### src/dual_timer_params.svh
// Constants for the dual timer/counter block: offsets, field positions, resets, timing.
// Assumes a Wishbone slave with 32-bit data, one register per aligned word.
`ifndef DUAL_TIMER_PARAMS_SVH
`define DUAL_TIMER_PARAMS_SVH
`define TMR_OFS_MODE 4'h0
`define TMR_OFS_CTRL 4'h1
`define TMR_OFS_TL0 4'h2
`define TMR_OFS_TH0 4'h3
`define TMR_OFS_TL1 4'h4
`define TMR_OFS_TH1 4'h5
`define TMR_OFS_IRQ_STAT 4'h6
`define TMR_OFS_IRQ_MASK 4'h7
`define TMR_MODE_RESET 8'h00
`define TMR_CTRL_RESET 8'h00
`define TMR_BIT_GATE1 7
`define TMR_BIT_CT1 6
`define TMR_BIT_MODE1_HI 5
`define TMR_BIT_MODE1_LO 4
`define TMR_BIT_GATE0 3
`define TMR_BIT_CT0 2
`define TMR_BIT_MODE0_HI 1
`define TMR_BIT_MODE0_LO 0
`define TMR_BIT_OVF1 7
`define TMR_BIT_RUN1 6
`define TMR_BIT_OVF0 5
`define TMR_BIT_RUN0 4
`define TMR_BIT_ACK1 1
`define TMR_BIT_ACK0 0
`define TMR_CLK_PER_MCYCLE 12
`endif

### src/dual_timer_pkg.sv
// Types shared by the dual timer/counter block.
// Assumes the constants header is included by the design files.
package dual_timer_pkg;
    typedef enum logic [1:0] {
        MODE_13BIT,
        MODE_16BIT,
        MODE_RELOAD8,
        MODE_SPLIT
    } timer_mode_t;
endpackage

### src/dual_timer_counter.sv
// Two timer/counters with mode, control, counting registers and overflow interrupt.
// Assumes a classic Wishbone master on clk_i; count and gate pins are asynchronous.
// Behaviour
// - two independent 16-bit timer/counters, each a timer or an event counter
// - timer operation increments once every 12 clock periods
// - counter operation increments on a falling input edge, detected over two machine cycles
// - run bits at control bit 6 (timer 1) and bit 4 (timer 0) start timers
// - gate enable makes counting need the external interrupt input high too
// - counter-select one counts events, zero counts machine cycles
// - two-bit mode field selects modes 0 to 3 per timer
// - mode 0 is 13 bits; low byte's upper three bits held zero
// - mode 2 increments low byte, reloads it from high byte on overflow
// - timer 1 in mode 3 stops counting
// - timer 0 in mode 3 splits into two independent 8-bit counters
// - split low byte uses timer 0 controls; high byte uses timer 1 run and flag
// - overflow sets flag; software or interrupt acknowledge clears it
// - cleared run bit halts the timer, which holds its value
`include "dual_timer_params.svh"
module dual_timer_counter (
    input wire logic clk_i,
    input wire logic rst_i,
    input wire logic cyc_i,
    input wire logic stb_i,
    input wire logic we_i,
    input wire logic [5:0] adr_i,
    input wire logic [3:0] sel_i,
    input wire logic [31:0] dat_i,
    output logic [31:0] dat_o,
    output logic ack_o,
    input wire logic count_input_zero_i,
    input wire logic count_input_one_i,
    input wire logic ext_irq_input_zero_i,
    input wire logic ext_irq_input_one_i,
    input wire logic [1:0] irq_ack_i,
    output logic irq_o
);
    logic [7:0] mode_reg;
    logic [7:0] ctrl_reg;
    logic [7:0] tl0_reg;
    logic [7:0] th0_reg;
    logic [7:0] tl1_reg;
    logic [7:0] th1_reg;
    logic [1:0] stat_reg;
    logic [1:0] mask_reg;
    logic [3:0] pre_reg;
    logic mcycle_reg;
    logic fall0;
    logic fall1;
    logic gate0;
    logic gate1;

    // Machine-cycle prescaler: one strobe every 12 clocks
    always_ff @(posedge clk_i) begin
        if (rst_i) begin
            pre_reg <= 4'h0;
            mcycle_reg <= 1'b0;
        end else begin
            pre_reg <= (pre_reg == 4'(`TMR_CLK_PER_MCYCLE - 1)) ? 4'h0 : pre_reg + 4'h1;
            mcycle_reg <= (pre_reg == 4'(`TMR_CLK_PER_MCYCLE - 1));
        end
    end

    timer_input_sampler u_in0 (
        .clk_i(clk_i),
        .rst_i(rst_i),
        .mcycle_i(mcycle_reg),
        .count_pin_i(count_input_zero_i),
        .gate_pin_i(ext_irq_input_zero_i),
        .fall_o(fall0),
        .gate_o(gate0)
    );

    timer_input_sampler u_in1 (
        .clk_i(clk_i),
        .rst_i(rst_i),
        .mcycle_i(mcycle_reg),
        .count_pin_i(count_input_one_i),
        .gate_pin_i(ext_irq_input_one_i),
        .fall_o(fall1),
        .gate_o(gate1)
    );

    // Mode decode per timer
    dual_timer_pkg::timer_mode_t mode0;
    dual_timer_pkg::timer_mode_t mode1;
    assign mode0 = dual_timer_pkg::timer_mode_t'(mode_reg[`TMR_BIT_MODE0_HI:`TMR_BIT_MODE0_LO]);
    assign mode1 = dual_timer_pkg::timer_mode_t'(mode_reg[`TMR_BIT_MODE1_HI:`TMR_BIT_MODE1_LO]);

    // Run qualification: run bit, optional gate, tick source
    wire run0 = ctrl_reg[`TMR_BIT_RUN0] & (~mode_reg[`TMR_BIT_GATE0] | gate0);
    wire run1 = ctrl_reg[`TMR_BIT_RUN1] & (~mode_reg[`TMR_BIT_GATE1] | gate1);
    wire tick0 = mode_reg[`TMR_BIT_CT0] ? fall0 : mcycle_reg;
    wire tick1 = mode_reg[`TMR_BIT_CT1] ? fall1 : mcycle_reg;
    wire inc0 = run0 & tick0;
    // In split mode timer 0's high byte borrows timer 1's run bit, machine-cycle clocked
    wire inc0h = ctrl_reg[`TMR_BIT_RUN1] & mcycle_reg;
    wire inc1 = run1 & tick1 & (mode1 != dual_timer_pkg::MODE_SPLIT);

    // Next-state function shared by both timers
    function automatic logic [16:0] step(input logic [1:0] m, input logic [7:0] lo, input logic [7:0] hi);
        logic [8:0] l;
        logic [8:0] h;
        l = 9'h000;
        h = 9'h000;
        step = 17'h00000;
        unique case (m)
            2'b00: begin
                l = {4'h0, lo[4:0]} + 9'h001;
                h = {1'b0, hi} + {8'h00, l[5]};
                step = {h[8], h[7:0], 3'b000, l[4:0]}; // Wraps to zero
            end
            2'b01: begin
                l = {1'b0, lo} + 9'h001;
                h = {1'b0, hi} + {8'h00, l[8]};
                step = {h[8], h[7:0], l[7:0]};
            end
            2'b10: begin
                l = {1'b0, lo} + 9'h001;
                step = {l[8], hi, l[8] ? hi : l[7:0]};
            end
            2'b11: begin
                l = {1'b0, lo} + 9'h001; // Low-byte half of split mode
                step = {l[8], hi, l[7:0]};
            end
        endcase
    endfunction

    wire [16:0] nx0 = step(mode_reg[1:0], tl0_reg, th0_reg);
    wire [16:0] nx1 = step(mode_reg[5:4], tl1_reg, th1_reg);
    wire [8:0] nx0h = {1'b0, th0_reg} + 9'h001;
    wire split0 = (mode0 == dual_timer_pkg::MODE_SPLIT);
    wire ovf0 = inc0 & nx0[16];
    wire ovf1 = split0 ? (inc0h & nx0h[8]) : (inc1 & nx1[16]);

    // Bus decode
    wire req = cyc_i & stb_i & ~ack_o;
    wire wr = req & we_i & sel_i[0];
    wire [3:0] idx = adr_i[5:2];
    wire wr_mode = wr & (idx == `TMR_OFS_MODE);
    wire wr_ctrl = wr & (idx == `TMR_OFS_CTRL);
    wire wr_tl0 = wr & (idx == `TMR_OFS_TL0);
    wire wr_th0 = wr & (idx == `TMR_OFS_TH0);
    wire wr_tl1 = wr & (idx == `TMR_OFS_TL1);
    wire wr_th1 = wr & (idx == `TMR_OFS_TH1);
    wire wr_stat = wr & (idx == `TMR_OFS_IRQ_STAT);
    wire wr_mask = wr & (idx == `TMR_OFS_IRQ_MASK);

    // Overflow flags live in the control register; set beats any clear
    wire [1:0] ovf_clr = irq_ack_i | (wr_ctrl ? ~{dat_i[`TMR_BIT_OVF1], dat_i[`TMR_BIT_OVF0]} : 2'b00);
    wire flag0_next = ovf0 | (ctrl_reg[`TMR_BIT_OVF0] & ~ovf_clr[`TMR_BIT_ACK0]);
    wire flag1_next = ovf1 | (ctrl_reg[`TMR_BIT_OVF1] & ~ovf_clr[`TMR_BIT_ACK1]);
    wire [7:0] ctrl_next = {flag1_next, wr_ctrl ? dat_i[6] : ctrl_reg[6], flag0_next,
        wr_ctrl ? dat_i[4:0] : ctrl_reg[4:0]};
    wire [1:0] stat_next = {ovf1, ovf0} | (stat_reg & ~(wr_stat ? dat_i[1:0] : 2'b00));
    wire [1:0] mask_next = wr_mask ? dat_i[1:0] : mask_reg; // Lets the interrupt follow a mask write without lag

    // Mode and control registers
    always_ff @(posedge clk_i) begin
        if (rst_i) begin
            mode_reg <= `TMR_MODE_RESET;
            ctrl_reg <= `TMR_CTRL_RESET;
            stat_reg <= 2'b00;
            mask_reg <= 2'b00;
        end else begin
            if (wr_mode) begin
                mode_reg <= dat_i[7:0];
            end
            ctrl_reg <= ctrl_next;
            stat_reg <= stat_next;
            if (wr_mask) begin
                mask_reg <= dat_i[1:0];
            end
        end
    end

    // Timer 0 bytes; software writes take priority over counting
    always_ff @(posedge clk_i) begin
        if (rst_i) begin
            tl0_reg <= 8'h00;
            th0_reg <= 8'h00;
        end else begin
            if (wr_tl0) begin
                tl0_reg <= (mode0 == dual_timer_pkg::MODE_13BIT) ? {3'b000, dat_i[4:0]} : dat_i[7:0];
            end else if (inc0) begin
                tl0_reg <= nx0[7:0];
            end
            if (wr_th0) begin
                th0_reg <= dat_i[7:0];
            end else if (split0 ? inc0h : inc0) begin
                th0_reg <= split0 ? nx0h[7:0] : nx0[15:8];
            end
        end
    end

    // Timer 1 bytes
    always_ff @(posedge clk_i) begin
        if (rst_i) begin
            tl1_reg <= 8'h00;
            th1_reg <= 8'h00;
        end else begin
            if (wr_tl1) begin
                tl1_reg <= (mode1 == dual_timer_pkg::MODE_13BIT) ? {3'b000, dat_i[4:0]} : dat_i[7:0];
            end else if (inc1) begin
                tl1_reg <= nx1[7:0];
            end
            if (wr_th1) begin
                th1_reg <= dat_i[7:0];
            end else if (inc1) begin
                th1_reg <= nx1[15:8];
            end
        end
    end

    // Read mux; unmapped words read zero and are still acknowledged
    logic [7:0] rd_byte;
    always_comb begin
        unique case (idx)
            `TMR_OFS_MODE: rd_byte = mode_reg;
            `TMR_OFS_CTRL: rd_byte = ctrl_reg;
            `TMR_OFS_TL0: rd_byte = tl0_reg;
            `TMR_OFS_TH0: rd_byte = th0_reg;
            `TMR_OFS_TL1: rd_byte = tl1_reg;
            `TMR_OFS_TH1: rd_byte = th1_reg;
            `TMR_OFS_IRQ_STAT: rd_byte = {6'h00, stat_reg};
            `TMR_OFS_IRQ_MASK: rd_byte = {6'h00, mask_reg};
            default: rd_byte = 8'h00;
        endcase
    end

    // Single-wait-state answer: ack one cycle after the request, data registered with it
    always_ff @(posedge clk_i) begin
        if (rst_i) begin
            ack_o <= 1'b0;
            dat_o <= 32'h0000_0000;
            irq_o <= 1'b0;
        end else begin
            ack_o <= req;
            dat_o <= req ? {24'h000000, rd_byte} : 32'h0000_0000;
            irq_o <= |(stat_next & mask_next);
        end
    end
endmodule

### src/timer_input_sampler.sv
// Samples one external count pin and one gate pin, and detects falling edges per machine cycle.
// Assumes asynchronous pins; each passes two flip-flops before any logic reads it.
`include "dual_timer_params.svh"
module timer_input_sampler (
    input wire logic clk_i,
    input wire logic rst_i,
    input wire logic mcycle_i,
    input wire logic count_pin_i,
    input wire logic gate_pin_i,
    output logic fall_o,
    output logic gate_o
);
    logic cnt_meta_reg;
    logic cnt_sync_reg;
    logic gate_meta_reg;
    logic gate_sync_reg;
    logic cnt_prev_reg;
    logic cnt_last_reg;

    // Two-stage synchronisers; first stage feeds only the second
    always_ff @(posedge clk_i) begin
        if (rst_i) begin
            cnt_meta_reg <= 1'b0;
            cnt_sync_reg <= 1'b0;
            gate_meta_reg <= 1'b0;
            gate_sync_reg <= 1'b0;
        end else begin
            cnt_meta_reg <= count_pin_i;
            cnt_sync_reg <= cnt_meta_reg;
            gate_meta_reg <= gate_pin_i;
            gate_sync_reg <= gate_meta_reg;
        end
    end

    // Level sampled once per machine cycle; a fall needs two samples, hence two cycles
    always_ff @(posedge clk_i) begin
        if (rst_i) begin
            cnt_prev_reg <= 1'b0;
            cnt_last_reg <= 1'b0;
        end else if (mcycle_i) begin
            cnt_last_reg <= cnt_sync_reg;
            cnt_prev_reg <= cnt_last_reg;
        end
    end

    // One pulse at the sampling strobe after a 1-to-0 is seen
    assign fall_o = mcycle_i & cnt_prev_reg & ~cnt_last_reg;
    assign gate_o = gate_sync_reg;
endmodule
### config.mk
export PLATFORM = sky130hd
export DESIGN_NAME = dual_timer_counter
export DESIGN_NICKNAME = d
export VERILOG_FILES = /design/src/dual_timer_pkg.sv /design/src/dual_timer_counter.sv /design/src/timer_input_sampler.sv
export VERILOG_INCLUDE_DIRS = /design/src
export SDC_FILE = /design/constraint.sdc
export NUM_CORES = 1
export LEC_CHECK = 0
export BUFFER_PORTS_ARGS = -buffer_cell sky130_fd_sc_hd__buf_2
export CORE_MARGIN = 4
export CORE_UTILIZATION = 60
export CTS_BUF_LIST = sky130_fd_sc_hd__clkbuf_4 sky130_fd_sc_hd__clkbuf_8
export DETAILED_ROUTE_END_ITERATION = 8
export PLACE_DENSITY = 0.83
export SLEW_MARGIN = 20
export SYNTH_ARGS = -nofsm -noshare
export SYNTH_HDL_FRONTEND = slang
export SYNTH_HIERARCHICAL = 1
export SYNTH_SLANG_ARGS = --single-unit
### constraint.sdc
create_clock -name clk_i -period 5.2 [get_ports clk_i]
set_clock_uncertainty 0.15 [all_clocks]
set_input_delay 0.26 -clock clk_i [delete_from_list [all_inputs] [get_ports clk_i]]
set_output_delay 0.26 -clock clk_i [all_outputs]
set_load 0.02 [all_outputs]
Word-level counts from Yosys, hierarchy flattened
Index checks and enable logic that the tools add are counted.

Reductions and logical operators: 12. Add/subtract/negate cells: 10. Bitwise gates (word level): 45. Divide/modulo/power cells: 0. Magnitude comparators: 0. Eq/ne operators: 18. Multipliers: 0. Shifts and indexed selects: 0. Mux-type cells: 23.

Operators by type and width (number): case mux 17 bit (4 select lines) (2); two-way mux 8 bit (13); case mux 8 bit (8 select lines) (1); adder 8 x 1 -> 9 bit (4); adder 8 x 1 -> 9 bit (second input constant) (3); bitwise AND 1 bit (27); equality test 4 x 3 -> 1 bit (second input constant) (4); adder 5 x 1 -> 6 bit (second input constant) (2); equality test 2 bit (second input constant) (4); equality test 4 x 2 -> 1 bit (second input constant) (2); NOT 1 bit (8); nonzero test 2 bit (4); two-way mux 2 bit (3); inequality test 2 bit (second input constant) (3); OR reduction 2 bit (3); adder 4 x 1 -> 4 bit (second input constant) (1); bitwise AND 2 bit (2); equality test 2 x 1 -> 1 bit (second input constant) (2); equality test 4 x 1 -> 1 bit (second input constant) (1); equality test 4 bit (second input constant) (1); logical NOT 2 bit (2); logical NOT 4 bit (1); two-way mux 1 bit (4); NOT 2 bit (2); other kinds (5) (9).

Output and inout bits: 34. Memories kept: 0. Bits of input ports: 53. Latch bits: 0. Memory bits (writable): 0. Logic and storage cells: 135. Bits in read-only memories: 0. Register bits: 103.

Depth between registers and ports, before layout
Word-level depth: 11. Gate-level depth with buffers: 12. Depth with buffers taken out: 11.

Cells and area by module
The synthesis kept the hierarchy.

By module, submodules not included: dual_timer_counter (seq. area each 1341.3 µm², times used 1, cells an instance 518, area an instance 4281.6 µm²); timer_input_sampler (seq. area each 120.1 µm², times used 2, cells an instance 16, area an instance 180.2 µm²).

Least setup slack after synthesis
OpenSTA, ideal clock, no wires.

Path type: reg2reg. Start: reg tl0_reg[0]. End: reg th0_reg[4]. Data arrival time: 2229 ps. Data required time: 4964 ps. Path buffers: 0. Slack: 2735 ps. Stages on the path, launching flop included: 12. Clock period less this slack: 2465 ps. Library setup time: 86 ps. Cells stage by stage: dfxtp_1 -> ha_1 -> nand4_1 -> or2_2 -> mux2i_1 -> ha_1 -> ha_1 -> a31oi_1 -> a31oi_1 -> nand2_1 -> xnor2_1 -> a211oi_1.

Cells in the longest elaborated chain, start to end: 6. Elaborated cells on any way between the ends: 8. Classes of those cells: 4 x add/sub; 4 x mux.

RTL lines: start: declaration (line dual_timer_counter.sv:39) `logic [7:0] tl0_reg;`; start signal: assignment (line dual_timer_counter.sv:183) `tl0_reg <= (mode0 == dual_timer_pkg::MODE_13BIT) ? {3'b000, dat_i[4:0]} : dat_i[7:0];`; start signal: assignment (line dual_timer_counter.sv:185) `tl0_reg <= nx0[7:0];`; adder 8 x 1 -> 9 bit or adder 5 x 1 -> 6 bit (tied branches) (line dual_timer_counter.sv:113, dual_timer_counter.sv:108); adder 8 x 1 -> 9 bit (on tied branches) (line dual_timer_counter.sv:114, dual_timer_counter.sv:109); case mux 17 bit (4 select lines) (*) (line dual_timer_counter.sv:106) `unique case (m)`; two-way mux 8 bit (*) (line dual_timer_counter.sv:190) `th0_reg <= split0 ? nx0h[7:0] : nx0[15:8];`; two-way mux 8 bit (*) (line dual_timer_counter.sv:189) `end else if (split0 ? inc0h : inc0) begin`; two-way mux 8 bit (*) (line dual_timer_counter.sv:187) `if (wr_th0) begin`; end signal: assignment (line dual_timer_counter.sv:188) `th0_reg <= dat_i[7:0];`; end signal: assignment (line dual_timer_counter.sv:190); end: declaration (line dual_timer_counter.sv:40) `logic [7:0] th0_reg;`.

Every way passes the cells marked *; elsewhere a longest branch is shown, timed or not. The select of a mux whose other input is x is not followed. A chain may end at the register's enable or synchronous reset.

Worst setup path after layout
Ends and elaborated chain as after synthesis.

==> flow_summary.rst <==
.. list-table::
   :header-rows: 1

   * - Metric
     - Value
   * - Sequential Power Share
     - approximately 55%
   * - Post-Route Setup TNS
     - 0 ns
   * - ANT cells
     - 0
   * - Synth Register Bits
     - just under 80
   * - Number of design rule violations left after detail routing
     - 0
   * - Number of H-tree branching levels
     - 3
   * - Synthesized area per cell
     - ~8.4 sq um
   * - Crit-path max FO
     - 6
   * - Pre-CTS setup slack
     - around 2.3 ns
   * - Nets@finish
     - 629
   * - Gate power share
     - under 10%
   * - Per-cell via count in the routed design
     - 6.31
   * - Final worst setup slack
     - between 2 and 2.5 ns
   * - Largest stage delay on the critical path
     - around 0.44 ns
   * - Clk network pwr share
     - a little under two fifths
   * - Number of distinct library cells after synthesis
     - a little under 70
   * - CTS Sinks
     - 79
   * - Row cnt
     - 31
   * - Number of placed I/O pins
     - slightly below 90
   * - Post-detailed-route wirelength per cell
     - roughly 19 microns
   * - Min Clock Period, post-route
     - 2.94 ns
   * - Arr. time, crit path
     - approximately 3 ns
   * - Most used standard cell by instance count after synthesis
     - sky130_fd_sc_hd__dfxtp_1
   * - Maximum number of pins on one net before global-route repair
     - 43
   * - Post-synth top cells
     - 79 x sky130_fd_sc_hd__dfxtp_1, 61 x sky130_fd_sc_hd__nor2_1, 45 x sky130_fd_sc_hd__nand2_1
   * - Number of buffers created by CTS
     - 9
   * - Clock root buffer
     - sky130_fd_sc_hd__clkbuf_8
   * - Sw Pwr
     - approximately 0.00031 W
   * - Global-route wire length before repair
     - about 20000 microns
   * - Net Sw Frac
     - between 20% and 30%
   * - Worst reg-to-reg path cell count
     - 11
   * - Kind of start point of the critical path
     - register
   * - Post-synthesis cell count
     - 550
   * - Total routed wirelength
     - 12600 microns
   * - Post-CTS setup repair buffer count
     - 0
   * - Die footprint
     - slightly above 9000 sq um
   * - Internal
     - around 0.00081 W
   * - Top-area cell type share of the netlist area
     - around 34%
   * - Prevailing post-synth register cell
     - sky130_fd_sc_hd__dfxtp_1
   * - Post-synthesis cell area
     - 4640 sq um
   * - Cell with the most instances on the worst path
     - sky130_fd_sc_hd__ha_1
   * - Clock transition time at the flip-flop clock pins of the worst setup and hold paths
     - roughly 0.090 ns
   * - Outcome
     - finished clean
   * - Clock tree from TritonCTS
     - built
   * - Max-capacitance violation count
     - 0
   * - Slew @ Worst Pin
     - just under 1 ns
   * - Vertical die dimension
     - 96.0 microns
   * - Setup-violating endpoint count in the final report
     - 0
   * - Pwr per Cell Area
     - 227 nW/um^2
   * - Hold violation total from the final report
     - 0
   * - Share of synthesized area occupied by flip-flops and latches
     - between 30 and 40%
   * - Width of the chip
     - 96.0 microns
   * - Syn. warnings
     - 6
   * - Layout cell share with drive strength beyond 1
     - around 14%
   * - Cells traversed along the worst timing path
     - ha_1, nand4_1, or2_2, mux2i_1, ha_1, ha_1, a31oi_1, a31oi_1, nand2_1, xnor2_1, a211oi_1
   * - Number of flops mapped to enable cells by yosys
     - 0
   * - Leakage power of the design
     - between 1.5 and 2 nW
   * - Highest ir drop seen on vdd
     - ~0.16 mV
   * - Starting density of the core
     - 63.0%
   * - Depth of the worst hold-timing path
     - 4
   * - Global-route total usage across every layer
     - 28.6%
   * - Max Root-Sink Buffers
     - 2
   * - Detailed Route Iter0 Violations
     - 367
   * - Number of antenna violations at the first check in global routing
     - 0
   * - Via count of the first global-routing pass
     - 3905
   * - Total number of vias
     - approximately 4200
   * - Number of gates resized after CTS
     - 0
   * - Final antenna-violating net count
     - 0
   * - Area added between synthesis and finish
     - 6.23%
   * - Type of the tightest min-delay check
     - in2reg
   * - Detailed Place HPWL
     - 8780 microns
   * - Core region area
     - between 7000 and 8000 sq um
   * - # port buffers
     - 33
   * - Clk_lat worst skew
     - 0.36 ns
   * - Cell types with the largest area share after synthesis
     - sky130_fd_sc_hd__dfxtp_1 34%, sky130_fd_sc_hd__mux2i_1 5.2%, sky130_fd_sc_hd__nor2_1 4.9%
   * - Kind of critical path
     - reg2reg
   * - Critical-path cell with the highest stage delay
     - sky130_fd_sc_hd__dfxtp_1
   * - Share of the clock period used by the worst path after layout
     - between 50% and 60%
   * - Capturing element type of the critical path
     - register
   * - Required time of the worst setup path
     - roughly 5.3 ns
   * - Largest area contributor in the netlist
     - sky130_fd_sc_hd__dfxtp_1
   * - Max Transition Viols Final
     - 0
   * - Pre-Repair DR Iteration Count
     - 7
   * - Achievable Freq
     - about 340 MHz
   * - Routability cong.
     - between 0.9 and 1
   * - Normalized max-slew margin
     - 33.8%
   * - Setup repair after global routing missed its margin
     - false
   * - Congestion Overflow GR
     - 0
   * - Share of synthesized flip-flops with an asynchronous set or reset
     - 0%
==> cells by family after synthesis <==
group | after synthesis | synth area share [%]
multiplexers | 41 | 10.1
adder cells (fa/ha/maj) | 8 | 2.16
flip-flops | 79 | 34.1
XOR/XNOR | 15 | 2.83
buffers and inverters | 62 | 7.55
AND/OR/NAND/NOR | 228 | 25.1
other | 1 | 0.0808
AO/OA/AOI/OAI | 116 | 18.1
==> power by group through the flow <==
stage | Combinational, W | Sequential [W] | Clock (W)
2_1_floorplan | 0.0000633 | 0.000628 | 0
3_3_place_gp | 0.0000750 | 0.000629 | 0
3_5_place_dp | 0.0000764 | 0.000629 | 0
4_1_cts | 0.0000786 | 0.000615 | 0.000429
5_1_grt | 0.0000873 | 0.000616 | 0.000463
6_report | 0.0000809 | 0.000615 | 0.000423
==> stage by stage <==
| step | power [W] | instances | hold slack, ns | area, sq um | utilization [%] |
|---|---|---|---|---|---|
| after floorplan | 0.000691 | 573 | 0.182 | 4730 | - |
| after global placement | 0.000704 | 652 | 0.266 | 4710 | 63.9 |
| after CTS | 0.00112 | 672 | 0.0331 | 4920 | 66.8 |
| after global routing | 0.00117 | 672 | 0.0347 | 4930 | 66.9 |
| final | 0.00112 | 672 | 0.0555 | 4930 | 66.9 |
| after detailed placement | 0.000706 | 652 | 0.270 | 4710 | 63.9 |
==> metal layers <==
layer / track usage [%] / share of wire (%)
met1: 39.3 / 43
met3: 8.21 / 10
met4: 10.8 / 3.2
met2: 42.3 / 43
met5: 0 / 0
==> cell usage in the layout, fill, tap and decap left out, drive strengths merged, types with 3 or more instances in the layout <==
cell type	instances
nand3b	4
o211ai	5
nand4	13
dfxtp	79
ha	8
mux2	14
nor2b	17
a311oi	5
a211oi	19
nor3	16
and3	6
conb	24
inv	9
a31oi	5
nand3	26
clkbuf	10
nor3b	3
nand2b	9
a22oi	4
o31ai	3
and4	3
mux4	3
nand2	45
a221oi	3
mux2i	24
a21oi	23
nor2	61
dlygate4sd3	4
or2	6
xnor2	8
a41oi	3
or3	3
clkinvlp	3
o21ai	15
o2bb2ai	5
a22o	4
nor4	7
buf	35
a222oi	4
xor2	7
==> critical path, delay by kind of cell, from the launching register on <==
kind            cells  cell delay (ns)
compound gates      3             0.51
xor+xnor            1             0.17
fa+ha+maj           3             0.76
flops               1             0.44
mux                 1             0.18
simple gates        3             0.64
==> layout make-up <==
type | instances | area, sq um
clock buffer | 10 | 131
clock inverter | 6 | 45.0
fill | 644 | 2440
inverter | 7 | 26.3
multi-input combinational | 432 | 2800
sequential | 79 | 1580
tap | 99 | 124
timing repair buffer | 39 | 220
==> final timing paths <==
check	start	slack (ns)	endpoint
worst max-delay path	tl0_reg[0]$_SDFFE_PP0P_	2.26	th0_reg[4]$_SDFFE_PP0P_
worst min-delay path	irq_ack_i[0]	0.06	ctrl_reg[5]$_SDFF_PP0_
worst max register to register	tl0_reg[0]$_SDFFE_PP0P_	2.26	th0_reg[4]$_SDFFE_PP0P_
worst min register to register	u_in0/gate_meta_reg$_SDFF_PP0_	0.29	u_in0/gate_o$_SDFF_PP0_
==> what timing repair did <==
action | in CTS | in global routing
hold buffers | 4 | 0
setup endpoints to repair | 0 | 0
hold endpoints to repair | 4 | 0
(Power assumes the default switching activity.)
